File: config.mk
export PLATFORM = sky130hd
export DESIGN_NAME = radio_core_interrupt_aggregator
export DESIGN_NICKNAME = d
export VERILOG_FILES = /design/src/radio_irq_pkg.sv /design/src/radio_flag_bank.sv /design/src/radio_core_interrupt_aggregator.sv
export SDC_FILE = /design/constraint.sdc
export NUM_CORES = 1
export LEC_CHECK = 0
export BUFFER_PORTS_ARGS = -buffer_cell sky130_fd_sc_hd__buf_2
export CELL_PAD_IN_SITES_DETAIL_PLACEMENT = 1
export CELL_PAD_IN_SITES_GLOBAL_PLACEMENT = 1
export CORE_ASPECT_RATIO = 0.5
export CORE_MARGIN = 3
export CORE_UTILIZATION = 40
export DETAILED_ROUTE_END_ITERATION = 16
export PLACE_DENSITY_LB_ADDON = 0.1
export SETUP_SLACK_MARGIN = 0.02
export SLEW_MARGIN = 20
export SYNTH_ARGS = -nofsm -noshare
export SYNTH_HDL_FRONTEND = slang
export SYNTH_SLANG_ARGS = --single-unit
File: constraint.sdc
create_clock -name clk_i -period 1.92 [get_ports clk_i]
set_input_delay 0.384 -clock clk_i [delete_from_list [all_inputs] [get_ports clk_i]]
set_output_delay 0.384 -clock clk_i [all_outputs]
set_load 0.02 [all_outputs]
File: src/radio_irq_pkg.sv
// constants and carrier types for the radio core interrupt aggregator
// assumes an 8-bit special-function register port on the system clock
package radio_irq_pkg;

  // cpu interrupt vector numbers of the two requests
  localparam int VEC_ERROR = 0;
  localparam int VEC_EVENT = 12;

  // register offsets on the special-function register port
  localparam logic [7:0] ADDR_FLAGS_LOW = 8'hE9;
  localparam logic [7:0] ADDR_FLAGS_HIGH = 8'h91;
  localparam logic [7:0] ADDR_ERR_FLAGS = 8'hBF;
  localparam logic [7:0] ADDR_MASK_LOW = 8'hA3;
  localparam logic [7:0] ADDR_MASK_HIGH = 8'hA4;
  localparam logic [7:0] ADDR_ERR_MASK = 8'hA5;

  // reset value and all-ones byte
  localparam logic [7:0] RESET_BYTE = 8'h00;
  localparam logic [7:0] ALL_ONES = 8'hFF;

  // implemented bits of each flag register, the rest read as zero
  localparam logic [7:0] IMPL_LOW = 8'hFE;
  localparam logic [7:0] IMPL_HIGH = 8'h3F;
  localparam logic [7:0] IMPL_ERR = 8'h7F;

  // bit positions of the low event flag register
  localparam int BIT_RXEN_CLEARED = 7;
  localparam int BIT_FRAME_RX = 6;
  localparam int BIT_FILTER_PASS = 5;
  localparam int BIT_SRC_HIT = 4;
  localparam int BIT_SRC_DONE = 3;
  localparam int BIT_RX_THRESHOLD = 2;
  localparam int BIT_SFD = 1;
  localparam int BIT_RESERVED = 0;

  // register port request
  typedef struct packed {
    logic wr;
    logic rd;
    logic [7:0] addr;
    logic [7:0] wdata;
  } sfr_req_s;

  // event sources of the radio core, levels on the system clock
  typedef struct packed {
    logic [7:0] rxen_value;      // receiver_request_reg contents
    logic frame_rx_done;
    logic filter_pass;
    logic src_hit;
    logic src_search_done;
    logic rx_over_threshold;     // receive_queue count above threshold
    logic packet_read_more;      // packet read out, more complete ones stored
    logic sfd_rx;
    logic sfd_tx;
    logic [5:0] high_events;     // wait resumed, stopped, manual, idle, tx done, ack done
    logic [6:0] error_events;    // strobe, tx under, tx over, rx under, rx over, abort, lock
  } radio_src_s;

endpackage

File: src/radio_flag_bank.sv
// one 8-bit source flag register: rising-edge set, write-zero clear
// assumes sources are levels on the same clock as the register
`timescale 1ns/1ps
module radio_flag_bank #(
  parameter logic [7:0] IMPL = 8'hFF
) (
  input wire logic clk_i,
  input wire logic resetn_i,
  input wire logic [7:0] src_i,
  input wire logic wr_i,
  input wire logic [7:0] wdata_i,
  output logic [7:0] flags_o,
  output logic clr_o
);

  logic [7:0] flags_r;
  logic [7:0] flags_nxt;
  logic [7:0] src_d_r;
  logic [7:0] rise;
  logic [7:0] keep;

  assign keep = wr_i ? wdata_i : radio_irq_pkg::ALL_ONES;

  genvar gi;
  generate
    for (gi = 0; gi < 8; gi++) begin : g_bit
      assign rise[gi] = src_i[gi] & ~src_d_r[gi];
      // set wins over a clear in the same cycle
      assign flags_nxt[gi] = ((flags_r[gi] & keep[gi]) | rise[gi]) & IMPL[gi];
    end
  endgenerate

  assign clr_o = wr_i & (|(flags_r & ~wdata_i));
  assign flags_o = flags_r;

  always_ff @(posedge clk_i) begin
    if (!resetn_i) begin
      flags_r <= radio_irq_pkg::RESET_BYTE;
      src_d_r <= radio_irq_pkg::RESET_BYTE;
    end else begin
      flags_r <= flags_nxt;
      src_d_r <= src_i;
    end
  end

endmodule // radio_flag_bank

File: src/radio_core_interrupt_aggregator.sv
// radio core interrupt aggregator: source flags, masks, top flags, requests
// assumes a cpu register port and enable bits held by the cpu interrupt unit
// Function
// - two requests: error on vector 0, normal events on vector 12
// - every radio error reaches only the error request
// - all normal event flags combine into one request
// - requests fire on a 0 to 1 change only, not on a level
// - each flag bit has its own mask bit; bits 2 and 1 are shared by several sources
// - a source counts toward its request only while its mask bit is set
// - a cleared mask bit never stops its flag from being set
// - each request is gated by its own cpu enable bit
// - each request sets its own top flag, error and event apart
// - clearing one flag while others stay pending raises a new request
// - bit 7 sets when the receiver enable value falls to zero
// - bit 6 sets when a complete frame has been received
// - bit 5 sets when a frame passes filtering
// - bit 2 sets on threshold, frame received, or readout with more
// - bit 1 sets on a start-of-frame delimiter received or sent
// - high flag register bits 5..0 hold the six processor and tx events
// - error flag register bits 6..0 hold the seven error events
`timescale 1ns/1ps
module radio_core_interrupt_aggregator (
  input wire logic clk_i,
  input wire logic resetn_i,
  input wire radio_irq_pkg::sfr_req_s sfr_req_i,
  output logic [7:0] sfr_rdata_o,
  input wire radio_irq_pkg::radio_src_s src_i,
  input wire logic radio_error_top_enable_i,
  input wire logic radio_event_top_enable_i,
  input wire logic radio_error_top_clear_i,
  input wire logic radio_event_top_clear_i,
  output logic radio_error_top_flag_o,
  output logic radio_event_top_flag_o,
  output logic radio_error_irq_o,
  output logic radio_event_irq_o
);

  ////////////////////////////////////////////////////////////////////////////
  // register decode

  logic wr_low;
  logic wr_high;
  logic wr_err;
  logic wr_mlow;
  logic wr_mhigh;
  logic wr_merr;
  assign wr_low = sfr_req_i.wr && (sfr_req_i.addr == radio_irq_pkg::ADDR_FLAGS_LOW);
  assign wr_high = sfr_req_i.wr && (sfr_req_i.addr == radio_irq_pkg::ADDR_FLAGS_HIGH);
  assign wr_err = sfr_req_i.wr && (sfr_req_i.addr == radio_irq_pkg::ADDR_ERR_FLAGS);
  assign wr_mlow = sfr_req_i.wr && (sfr_req_i.addr == radio_irq_pkg::ADDR_MASK_LOW);
  assign wr_mhigh = sfr_req_i.wr && (sfr_req_i.addr == radio_irq_pkg::ADDR_MASK_HIGH);
  assign wr_merr = sfr_req_i.wr && (sfr_req_i.addr == radio_irq_pkg::ADDR_ERR_MASK);

  ////////////////////////////////////////////////////////////////////////////
  // source flag registers

  logic rxen_nonzero_r;
  logic rxen_cleared;
  logic [7:0] low_src;
  logic [7:0] flags_low;
  logic [7:0] flags_high;
  logic [7:0] flags_err;
  logic clr_low;
  logic clr_high;
  logic clr_err;

  assign rxen_cleared = rxen_nonzero_r && (src_i.rxen_value == radio_irq_pkg::RESET_BYTE);

  assign low_src[radio_irq_pkg::BIT_RXEN_CLEARED] = rxen_cleared;
  assign low_src[radio_irq_pkg::BIT_FRAME_RX] = src_i.frame_rx_done;
  assign low_src[radio_irq_pkg::BIT_FILTER_PASS] = src_i.filter_pass;
  assign low_src[radio_irq_pkg::BIT_SRC_HIT] = src_i.src_hit;
  assign low_src[radio_irq_pkg::BIT_SRC_DONE] = src_i.src_search_done;
  assign low_src[radio_irq_pkg::BIT_RX_THRESHOLD] = src_i.rx_over_threshold
      | src_i.frame_rx_done | src_i.packet_read_more;
  assign low_src[radio_irq_pkg::BIT_SFD] = src_i.sfd_rx | src_i.sfd_tx;
  assign low_src[radio_irq_pkg::BIT_RESERVED] = 1'b0;

  radio_flag_bank #(.IMPL(radio_irq_pkg::IMPL_LOW)) u_low (
    .clk_i(clk_i),
    .resetn_i(resetn_i),
    .src_i(low_src),
    .wr_i(wr_low),
    .wdata_i(sfr_req_i.wdata),
    .flags_o(flags_low),
    .clr_o(clr_low)
  );

  radio_flag_bank #(.IMPL(radio_irq_pkg::IMPL_HIGH)) u_high (
    .clk_i(clk_i),
    .resetn_i(resetn_i),
    .src_i({2'b00, src_i.high_events}),
    .wr_i(wr_high),
    .wdata_i(sfr_req_i.wdata),
    .flags_o(flags_high),
    .clr_o(clr_high)
  );

  radio_flag_bank #(.IMPL(radio_irq_pkg::IMPL_ERR)) u_err (
    .clk_i(clk_i),
    .resetn_i(resetn_i),
    .src_i({1'b0, src_i.error_events}),
    .wr_i(wr_err),
    .wdata_i(sfr_req_i.wdata),
    .flags_o(flags_err),
    .clr_o(clr_err)
  );

  ////////////////////////////////////////////////////////////////////////////
  // masks, combining and edge detection

  logic [7:0] mask_low_r;
  logic [7:0] mask_high_r;
  logic [7:0] mask_err_r;
  logic event_comb;
  logic error_comb;
  logic event_prev_r;
  logic error_prev_r;
  logic event_edge;
  logic error_edge;

  assign event_comb = (|(flags_low & mask_low_r)) | (|(flags_high & mask_high_r));
  assign error_comb = |(flags_err & mask_err_r);
  assign event_edge = event_comb & ~event_prev_r;
  assign error_edge = error_comb & ~error_prev_r;

  ////////////////////////////////////////////////////////////////////////////
  // top flags and requests

  logic event_top_r;
  logic error_top_r;
  logic [7:0] rdata_r;
  logic [7:0] rd_sel;

  assign rd_sel =
      (sfr_req_i.addr == radio_irq_pkg::ADDR_FLAGS_LOW) ? flags_low :
      (sfr_req_i.addr == radio_irq_pkg::ADDR_FLAGS_HIGH) ? flags_high :
      (sfr_req_i.addr == radio_irq_pkg::ADDR_ERR_FLAGS) ? flags_err :
      (sfr_req_i.addr == radio_irq_pkg::ADDR_MASK_LOW) ? mask_low_r :
      (sfr_req_i.addr == radio_irq_pkg::ADDR_MASK_HIGH) ? mask_high_r :
      (sfr_req_i.addr == radio_irq_pkg::ADDR_ERR_MASK) ? mask_err_r :
      radio_irq_pkg::RESET_BYTE;

  always_ff @(posedge clk_i) begin
    if (!resetn_i) begin
      mask_low_r <= radio_irq_pkg::RESET_BYTE;
      mask_high_r <= radio_irq_pkg::RESET_BYTE;
      mask_err_r <= radio_irq_pkg::RESET_BYTE;
      rxen_nonzero_r <= 1'b0;
      event_prev_r <= 1'b0;
      error_prev_r <= 1'b0;
      event_top_r <= 1'b0;
      error_top_r <= 1'b0;
      rdata_r <= radio_irq_pkg::RESET_BYTE;
    end else begin
      if (wr_mlow) mask_low_r <= sfr_req_i.wdata & radio_irq_pkg::IMPL_LOW;
      if (wr_mhigh) mask_high_r <= sfr_req_i.wdata & radio_irq_pkg::IMPL_HIGH;
      if (wr_merr) mask_err_r <= sfr_req_i.wdata & radio_irq_pkg::IMPL_ERR;
      rxen_nonzero_r <= (src_i.rxen_value != radio_irq_pkg::RESET_BYTE);
      // a clear write rearms the edge detector
      event_prev_r <= (clr_low | clr_high) ? 1'b0 : event_comb;
      error_prev_r <= clr_err ? 1'b0 : error_comb;
      // set wins over the software clear
      event_top_r <= (event_top_r & ~radio_event_top_clear_i) | event_edge;
      error_top_r <= (error_top_r & ~radio_error_top_clear_i) | error_edge;
      if (sfr_req_i.rd) rdata_r <= rd_sel;
    end
  end

  assign sfr_rdata_o = rdata_r;
  assign radio_event_top_flag_o = event_top_r;
  assign radio_error_top_flag_o = error_top_r;
  assign radio_error_irq_o = error_top_r & radio_error_top_enable_i;
  assign radio_event_irq_o = event_top_r & radio_event_top_enable_i;
endmodule // radio_core_interrupt_aggregator

After elaboration in Yosys (flattened, before gate mapping)
Cells that the tools add are included.
- bits in read-only memories: 0
- output and inout port bits: 12
- input port bits: 53
- register bits after elaboration: 77
- word-level logic and storage cells: 158
- memories kept: 0
- bits in latches: 0
- bits in writable memories: 0
- multipliers: 0
- shifts and indexed selects: 0
- reduce and logical (&&, ||, !) cells: 17
- divide/modulo/power cells: 0
- add/sub/neg operators: 0
- magnitude comparators: 0
- bitwise gates (word level): 108
- equal/unequal tests: 6
- muxes and demuxes: 9
- operator list (kind ; number):
    $and A1 B1 Y1 ; 49
    $eq A8 B8 Y1 const B ; 6
    $reduce_or A8 Y1 ; 6
    $mux W8 ; 5
    $and A8 B8 Y8 ; 4
    $or A1 B1 Y1 ; 27
    $not A1 Y1 ; 25
    $mux W7 ; 3
    $and A8 B6 Y8 ; 1
    $and A8 B7 Y8 ; 1
    $logic_not A8 Y1 ; 1
    $not A8 Y8 ; 1
    $reduce_bool A8 Y1 ; 1
    $logic_and A1 B1 Y1 ; 7
    $mux W6 ; 1
    $reduce_or A2 Y1 ; 2

Longest topological paths before layout
Gate-level depths: netlist (run 1).
- depth after elaboration: 7
- gate-level depth with buffers: 7
- depth with buffers taken out: 5

Cells and area by module
From an unflattened synthesis (run 1), not the netlist that was laid out.
- cells, all modules: 378
- area, all modules: 3417.0 um^2
- by module, submodules not included (module ; cells an instance ; sequential area each (um^2) ; area an instance (um^2) ; instances):
    radio_core_interrupt_aggregator ; 213 ; 660.6 ; 1883.1 ; 1
    radio_flag_bank at u_err ... ; 57 ; 280.3 ; 533.0 ; 2
    radio_flag_bank at u_high ; 51 ; 240.2 ; 467.9 ; 1

Worst setup path after synthesis (run 1)
Ideal clock, no wire load.
- path kind: input port to flip-flop
- from: in sfr_req_i[10] (netlist name)
- to: reg event_prev_r
- path slack: 0.348 ns
- stages on the path: 7
- path buffers: 2
- required time: 1.797 ns
- setup time: 0.123 ns
- arrival: 1.449 ns
- cell sequence: buf_2 > nor4b_2 > and3_1 > buf_2 > nand2_2 > a31oi_1 > nor4b_2
- word-level cells in the longest chain between the ends: 5
- elaborated cells between the ends (all ways): 8
- classes of those cells: eq/ne: 2; bitwise: 3; reduce/logical: 3
- RTL lines (item ; line ; text):
    start, declared ; radio_core_interrupt_aggregator.sv:25 ; input wire radio_irq_pkg::sfr_req_s sfr_req_i,
    $eq A8 B8 Y1, on equally long branches ; radio_core_interrupt_aggregator.sv:47, radio_core_interrupt_aggregator.sv:48 ;
    $logic_and A1 B1 Y1, on equally long branches ; radio_core_interrupt_aggregator.sv:47, radio_core_interrupt_aggregator.sv:48 ;
    $and A1 B1 Y1 ; radio_flag_bank.sv:33 ; assign clr_o = wr_i & (|(flags_r & ~wdata_i));
    $or A1 B1 Y1 * ; radio_core_interrupt_aggregator.sv:161 ; event_prev_r <= (clr_low | clr_high) ? 1'b0 : event_comb;
    $reduce_or A2 Y1 (no line) * ; n/a ;
    end signal, assigned ; radio_core_interrupt_aggregator.sv:161 ;
    end, declared ; radio_core_interrupt_aggregator.sv:117 ; logic event_prev_r;
Mark *: on every way between the ends. The rest lies on a longest branch, timed or not.
A chain may end at the register's enable or synchronous reset.

Final worst setup path (run 1)
- from: in sfr_req_i[14] (netlist name)
- to: reg u_err.flags_r[2] (netlist: u_err.flags_o[2])
- word-level cells in the longest chain between the ends: 5
- RTL lines (item ; line ; text):
    $eq A8 B8 Y1 ; radio_core_interrupt_aggregator.sv:49 ; assign wr_err = sfr_req_i.wr && (sfr_req_i.addr == radio_irq_pkg::ADDR_ERR_FLAGS);
    $logic_and A1 B1 Y1 ; radio_core_interrupt_aggregator.sv:49 ;
    $mux W7 ; radio_flag_bank.sv:22 ; assign keep = wr_i ? wdata_i : radio_irq_pkg::ALL_ONES;
    $and A1 B1 Y1 ; radio_flag_bank.sv:29 ; assign flags_nxt[gi] = ((flags_r[gi] & keep[gi]) | rise[gi]) & IMPL[gi];
    $or A1 B1 Y1 ; radio_flag_bank.sv:29 ;
    end signal, assigned ; radio_flag_bank.sv:38 ; flags_r <= radio_irq_pkg::RESET_BYTE;
    end signal, assigned ; radio_flag_bank.sv:41 ; flags_r <= flags_nxt;
    end, declared ; radio_flag_bank.sv:16 ; logic [7:0] flags_r;
Every way passes these cells.

==> out/qor.txt, run 1 <==
Routability cong.: 0.900
Total Routing Usage GR: 23.0%
Clock Sinks: 73
MaxCap Viol Count: 0
Met3 WL: 1.04 mm
CTS tree: done
Post-Synthesis Cells: 358
Starting Density: 43.0%
Core Box Area: 0.00765 sq mm
Setup crit start: sfr_req_i[14]
Hold Startpoint: src_i[1]
Max Used Layer: met4
Commonest cells post-synth: 73 x dfxtp_1, 24 x a21boi_1, 21 x and2_1, 21 x nand2b_1, 19 x a22oi_1
Synth top area share: 44.4%
Die Footprint: 0.00942 sq mm
Vias per cell: 5.72
Chip Width: 134 um
DRC: 0
Drt first pass iters: 5
Pleak: 1.63 nW
Min cycle time layout: 1.54 ns
Cts hold-fix bufs: 0
Seq/Total Area, Yosys: 44.4%
PD cells: 881 mW/mm^2
Post-Synth Adder-Cell Area: 0%
Floorplan row count: 22
Most numerous cell in the Yosys netlist: dfxtp_1
Number of DRC markers in iteration 0: 300
Cell Chain, Critical Path: buf_2, nand4b_2, nor3b_2, nand2_1, o21ai_0, a21boi_1
Post-synth top flop: dfxtp_1
Fmax: 649 MHz
Proportion of layout cells with a drive suffix above 1: 23.3%
Pwr Total: 3.54 mW
DRT antenna net count: 0
Mux share of post-synthesis cell area: 3.65%
Worst hold path class: input port to flop
M1 WL: 4.97 mm
Cells after DPL: 521
Syn avg cell area: 9.19 sq um
Synthesized area: 0.00329 sq mm
Synth Register Bits: 73
Post-DP HPWL: 7.80 mm
Worst reg2reg path startpoint: u_low.flags_o[4]$_SDFF_PN0_
Root buffer cell: clkbuf_16
DP Area: 0.00373 sq mm
Yosys Warn Count: 0
Fin Setup TNS: 0 ns
Compound-gate portion of the synthesized area: 24.0%
TritonCTS Buffers: 9
Max clock buf depth: 2
Post-Route WL: 10.5 mm
Fin Hold WS: 0.270 ns
Post-CTS Setup Inserts: 0
Worst-Margin Slew: 0.444 ns
Fin. Hold Viols: 0
Chip height: 70.1 um
RSZ-0062 raised after global routing: false
Worst hold path depth: 2
Path depth of the worst reg2reg path: 5
Layout area overhead: 22.1%
Distinct cells, synth: 50
Worst setup EP type: flop
Syn nets: 411
Max-slew violation count: 0
Largest family of logic cells by synthesized area: compound AO/OA/AOI/OAI gates
Final setup violation count: 0
Slowest Stage Delay on Critical Path: 0.33 ns
Slew HR: 70.4%
Synth area leader: dfxtp_1
Initial antenna violation count: 0
Io pins: 65
Vias: 3,069
Number of global-route vias before repair: 3,098
Outcome: complete, no violations
Critical-path top delay cell: nor3b_2
Flop2flop setup slack: 0.42 ns
Largest net degree at the start of global routing: 67
Skew-Pair Late Insertion Delay: 0.33 ns
Wirelength per Cell: 19.5 um
Simple-Gate Fraction of Synth Area: 23.9%
Port bufs: 64
First-pass GRT wire length: 16.6 mm
Synth Area in XOR/XNOR: 0%
Ys async rst share: 0%
Worst Skew: 0.00380 ns
Final std cells w/o fill: 537
Crit-path max FO: 8
Antenna cells: 0
GR Overflow Total: 0
Startpoint types: input port
Area contributors post-synth: dfxtp_1 44%, a21boi_1 5.5%, a22oi_1 4.3%
Post-synth EDFFs: 0
Critical Path RT: 2.14 ns
Final worst-path cycle share: 80.3%
Critical path type: input port to flop
# H-tree levels: 3
Worst Path Arrival: 1.76 ns
Peak supply drop: 0.407 mV
Fin area: 0.00402 sq mm
Clock transition at the registers of the reported paths: 0.06 ns
Met2 Wirelength: 4.39 mm
Nets: 477
Resize count post-CTS: 0
-- final cells by class --
class | instances | area [sq um]
flip-flops and latches | 73 | 1460
fillers | 927 | 3630
clock buffers | 13 | 260
well taps | 108 | 135
repair buffers | 72 | 393
inverters | 13 | 48.8
multi-input cells | 255 | 1700
clock inverters | 3 | 23.8
-- placed cells by master, fill, tap and decap left out, drive strengths merged, types with 3 or more instances in the layout --
cell type  Yosys  final
o22ai          7      7
nand2b        21     21
nor2b         17     17
buf            8     72
nor4           3      3
clkbuf         9     13
a22oi         19     19
mux2i         12     12
a21boi        24     24
nand2         21     21
and2          21     21
a21oi         10     10
nand3         16     16
inv           13     14
a31oi          9      9
nand4          4      4
o211ai         6      6
o21ai         26     26
dfxtp         73     73
nor2          11     11
a222oi         4      4
-- state kept, by name, summed over array words and instances, names as in the netlist --
register / cells
sfr_rdata_o: 8
mask_err_r: 7
mask_low_r: 7
u_err.flags_o: 7
u_err.src_d_r: 7
u_low.flags_o: 7
u_low.src_d_r: 7
mask_high_r: 6
u_high.flags_o: 6
u_high.src_d_r: 6
error_prev_r: 1
event_prev_r: 1
radio_error_top_flag_o: 1
radio_event_top_flag_o: 1
rxen_nonzero_r: 1
-- stage by stage --
step                      utilization [%]  setup slack (ns)
after floorplan                         -             0.348
after global placement               48.8             0.140
after detailed placement             48.8            0.0753
after CTS                            52.5             0.408
after global routing                 52.5             0.238
final                                52.5             0.378
-- cells by family (layout without fill, tap and decap cells) --
group,Yosys count,count (layout)
flops,73,73
buf+inv,30,101
compound gates,116,116
simple gates,127,127
mux,12,12
-- per-layer routing --
layer | global-route usage, % | vias up
li1 | - | 1426
met1 | 32.6 | 1485
met2 | 33.2 | 149
met3 | 8.27 | 9
met4 | 5.30 | 0
met5 | 0 | -
-- worst max-delay path: cells and delay by family --
family / cells / cell delay [ns]
simple gates: 3 / 0.88
compound gates: 2 / 0.36
buf+inv: 1 / 0.14
-- where the power goes --
group | leakage, nW | internal, mW | switching (mW) | total [mW]
Combinational | 0.900 | 0.136 | 0.170 | 0.306
Sequential | 0.601 | 1.58 | 0.0598 | 1.64
Clock | 0.132 | 0.951 | 0.644 | 1.59
-- worst paths after layout --
path                                       end
min reg2reg        u_low.flags_o[7]$_SDFF_PN0_
max reg2reg  radio_event_top_flag_o$_SDFF_PN0_
max                u_err.flags_o[2]$_SDFF_PN0_
min                u_err.src_d_r[1]$_SDFF_PN0_
No activity file was read; power rests on OpenSTA's default activity.
==> run 2, diff against run 1 <==
ABC_AREA = 1   (was default)
CORE_UTILIZATION = 35   (was 40)
clock period = 1.4 ns   (was 1.92 ns; I/O delays follow)
==> run 2 against run 1 <==
Largest power group is now the clock network. Non-clock buffer count is 20 higher. Sequential share of layout area fell by 2.8 points. Synthesized cell count rose by 37%. Clock power rose by 44%.
==> out/qor.txt, run 2 <==
Root buffer cell: clkbuf_16 (unchanged)
Post-synth EDFFs: 0 (unchanged)
Core Box Area: 0.00904 sq mm (was 0.00765 sq mm)
Pre-CTS setup slack: -0.139 ns (was 0.0753 ns)
Mux share of post-synthesis cell area: 0% (was 3.65%)
TritonCTS Buffers: 9 (unchanged)
Comb power frac: 10.4% (was 8.7%)
Cells after DPL: 700 (was 521)
Seq/Total Area, Yosys: 43.2% (was 44.4%)
Synth area leader: dfxtp_1 (unchanged)
Final setup violation count: 0 (unchanged)
Sw Pwr: 1.29 mW (was 874 uW)
Nets: 634 (was 477)
Wirelength per Cell: 15.4 um (was 19.5 um)
Number of global-route vias before repair: 3,310 (was 3,098)
Worst hold path class: input port to flop (unchanged)
Synthesized area: 0.00338 sq mm (was 0.00329 sq mm)
MaxCap Viol Count: 0 (unchanged)
Sequential share of power: 44.3% (was 46.3%)
Clock share of power: 45.3% (was 45.1%)
Min cycle time layout: 1.21 ns
Fin. Hold Viols: 0 (unchanged)
Slew HR: 78.3% (was 70.4%)
Met2 GRT Util: 30.8% (was 33.2%)
Initial antenna violation count: 0 (unchanged)
Post-DP HPWL: 8.56 mm (was 7.80 mm)
Critical path type: input port to flop (unchanged)
Distinct cells, synth: 31 (was 50)
Floorplan row count: 24 (was 22)
Commonest cells post-synth: 100 x nand2_1, 77 x inv_1, 73 x dfxtp_1 (was 73 x dfxtp_1, 24 x a21boi_1, 21 x and2_1, 21 x nand2b_1, 19 x a22oi_1)
Yosys Warn Count: 0 (unchanged)
Ys async rst share: 0% (unchanged)
Worst Skew: 0.00816 ns (was 0.00380 ns)
Path depth of the worst reg2reg path: 6 (was 5)
Vias: 3,453 (was 3,069)
Post-synth top flop: dfxtp_1 (unchanged)
Number of fill cells: 1,179 (was 927)
Fin Setup TNS: 0 ns (unchanged)
Final std cells w/o fill: 716 (was 537)
Critical Path RT: 1.62 ns (was 2.14 ns)
Worst hold path depth: 3 (was 2)
Chip Width: 145 um (was 134 um)
# H-tree levels: 3 (unchanged)
Chip height: 75.5 um (was 70.1 um)
Most numerous cell in the Yosys netlist: nand2_1 (was dfxtp_1)
Fmax: 823 MHz
Sw Share: 25.6% (was 24.7%)
Most frequent cells in the layout: 100 x nand2_1, 77 x inv_1, 73 x dfxtp_1, 64 x buf_2, 49 x nor2_1 (was 73 x dfxtp_1, 64 x buf_2, 24 x a21boi_1, 21 x and2_1, 21 x nand2b_1)
Synth Area in XOR/XNOR: 0% (unchanged)
Post-Route Utilization: 48.1% (was 52.5%)
Outcome: complete, no violations (unchanged)
GR Util met3: 5.47% (was 8.27%)
Peak supply drop: 0.609 mV (was 0.407 mV)
Layout area overhead: 28.7% (was 22.1%)
Simple-Gate Fraction of Synth Area: 28.2% (was 23.9%)
Proportion of layout cells with a drive suffix above 1: 23.7% (was 23.3%)
Post-Synth Adder-Cell Area: 0% (unchanged)
Port bufs: 64 (unchanged)
Critical path's most frequent cell: nor2_1
Met1 Resource Use GR: 30.9% (was 32.6%)
Post-Synthesis Cells: 489 (was 358)
DRT antenna net count: 0 (unchanged)
Post-Route WL: 11.0 mm (was 10.5 mm)
Synth top area share: 43.2% (was 44.4%)
Clock Sinks: 73 (unchanged)
Final worst slack: 0.185 ns (was 0.378 ns)
Number of DRC markers in iteration 0: 165 (was 300)
Syn nets: 542 (was 411)
Max-slew violation count: 0 (unchanged)
GR peak layer: met1 (was met2)
Total Routing Usage GR: 20.9% (was 23.0%)
Syn avg cell area: 6.91 sq um (was 9.19 sq um)
Worst reg2reg path startpoint: u_err.flags_o[1]$_SDFF_PN0_ (was u_low.flags_o[4]$_SDFF_PN0_)
Largest net degree at the start of global routing: 44 (was 67)
PD cells: 1160 mW/mm^2 (was 881 mW/mm^2)
Vias per cell: 4.82 (was 5.72)
Cts hold-fix bufs: 0 (unchanged)
DRC: 0 (unchanged)
Worst Path Arrival: 1.43 ns (was 1.76 ns)
Largest family of logic cells by synthesized area: simple AND/OR/NAND/NOR gates (was compound AO/OA/AOI/OAI gates)
Clock transition at the registers of the reported paths: 0.06 ns (about the same)
GR Overflow Total: 0 (unchanged)
RSZ-0062 raised after global routing: false (unchanged)
Max reg flops: 8 (unchanged)
Worst Hold End: u_err.src_d_r[1]$_SDFF_PN0_ (unchanged)
Resize count post-CTS: 0 (unchanged)
Worst-Margin Slew: 0.323 ns (was 0.444 ns)
Final worst-path cycle share: 86.8%
Starting Density: 37.4% (was 43.0%)
Synth Register Bits: 73 (unchanged)
Die Footprint: 0.0109 sq mm (was 0.00942 sq mm)
Area contributors post-synth: dfxtp_1 43%, nand2_1 11%, inv_1 8.5% (was dfxtp_1 44%, a21boi_1 5.5%, a22oi_1 4.3%)
Max clock buf depth: 2 (unchanged)
Critical-path top delay cell: nand4_2 (was nor3b_2)
Commonest non-fill, non-tap cell in the layout: nand2_1 (was dfxtp_1)
CTS tree: done (unchanged)
Io pins: 65 (unchanged)
Crit-path max FO: 5 (was 8)
Pleak: 2.05 nW (was 1.63 nW)
Worst setup EP type: flop (unchanged)
Internal power: 3.77 mW (was 2.66 mW)
Compound-gate portion of the synthesized area: 17.6% (was 24.0%)
Drt first pass iters: 4 (was 5)
Slowest Stage Delay on Critical Path: 0.19 ns (was 0.33 ns)
First-pass GRT wire length: 17.6 mm (was 16.6 mm)
Routability cong.: 0.854 (was 0.900)
Startpoint types: input port (unchanged)
Reg2reg end: radio_error_top_flag_o$_SDFF_PN0_ (was radio_event_top_flag_o$_SDFF_PN0_)
Hold Startpoint: src_i[1] (unchanged)
Cell Chain, Critical Path: buf_2, inv_1, nand2_4, nor2_4, nand4_2, nor2_1, nand2_1, a21oi_1, nor2_1 (was buf_2, nand4b_2, nor3b_2, nand2_1, o21ai_0, a21boi_1)
Flop2flop setup slack: 0.22 ns (was 0.42 ns)
Post-CTS Setup Inserts: 0 (unchanged)
Antenna cells: 0 (unchanged)
Skew-Pair Late Insertion Delay: 0.34 ns (was 0.33 ns)
run 2: cell types whose count changed after synthesis, sizes merged, moves of 17 or more:
cell    delta
a21boi    -24
a21oi     +27
a22oi     -19
and2      -21
inv       +72
nand2     +88
nand2b    -21
nor2      +47
nor2b     -17
o21ai     +28
run 2: worst max-delay path by stage:
stage | to | slack (ns) | depth (start not counted) | start
CTS | radio_event_irq_o | 0.17 | 3 | radio_event_top_flag_o$_SDFF_PN0_
detailed placement | u_low.flags_o[2]$_SDFF_PN0_ | -0.14 | 9 | sfr_req_i[12]
finish | u_low.flags_o[2]$_SDFF_PN0_ | 0.19 | 9 | sfr_req_i[12]
global placement | u_high.flags_o[4]$_SDFF_PN0_ | -0.10 | 9 | sfr_req_i[9]
floorplan | u_low.flags_o[2]$_SDFF_PN0_ | 0.21 | 8 | sfr_req_i[12]
global route | u_high.flags_o[2]$_SDFF_PN0_ | 0.1 | 9 | sfr_req_i[9]
run 2: layout make-up:
type	count	area, sq um	area share, %
Multi-Input combinational cell	319	1550	35.6
Sequential cell	73	1460	33.6
Timing Repair Buffer	92	556	12.8
Inverter	86	323	7.42
Clock buffer	10	229	5.26
Tap cell	130	163	3.74
Clock inverter	6	68.8	1.58
run 2: metal layers:
layer | part of all wire [%] | up-vias
met2 | 40 | 93
met1 | 53 | 1599
met5 | 0 | -
met3 | 6.6 | 7
met4 | 0.54 | 0
li1 | - | 1754
run 2: logic make-up (layout without fill, tap and decap cells):
group                  after synthesis  after routing
AO/OA/AOI/OAI                      110            110
buffers and inverters               97            194
flip-flops                          73             73
AND/OR/NAND/NOR                    209            209
run 2: power by group through the flow:
stage | combinational [mW] | clock, mW | sequential [mW]
after floorplan | 0.254 | 0 | 2.27
after global placement | 0.515 | 0 | 2.28
after detailed placement | 0.524 | 0 | 2.29
after CTS | 0.528 | 2.35 | 2.24
after global routing | 0.589 | 2.45 | 2.25
final | 0.526 | 2.29 | 2.24
run 2: metrics by stage:
step | power (mW) | hold WS (ns) | instance area [sq um]
finish | 5.06 | 0.146 | 4350
global route | 5.29 | 0.156 | 4350
CTS | 5.12 | 0.135 | 4350
detailed placement | 2.81 | 0.397 | 4050
global placement | 2.80 | 0.393 | 4050
floorplan | 2.53 | 0.390 | 3380
run 2: worst max-delay path, delay by kind of cell:
kind | cells | cell delay, ns
simple gates | 6 | 0.77
buf+inv | 2 | 0.22
compound gates | 1 | 0.15
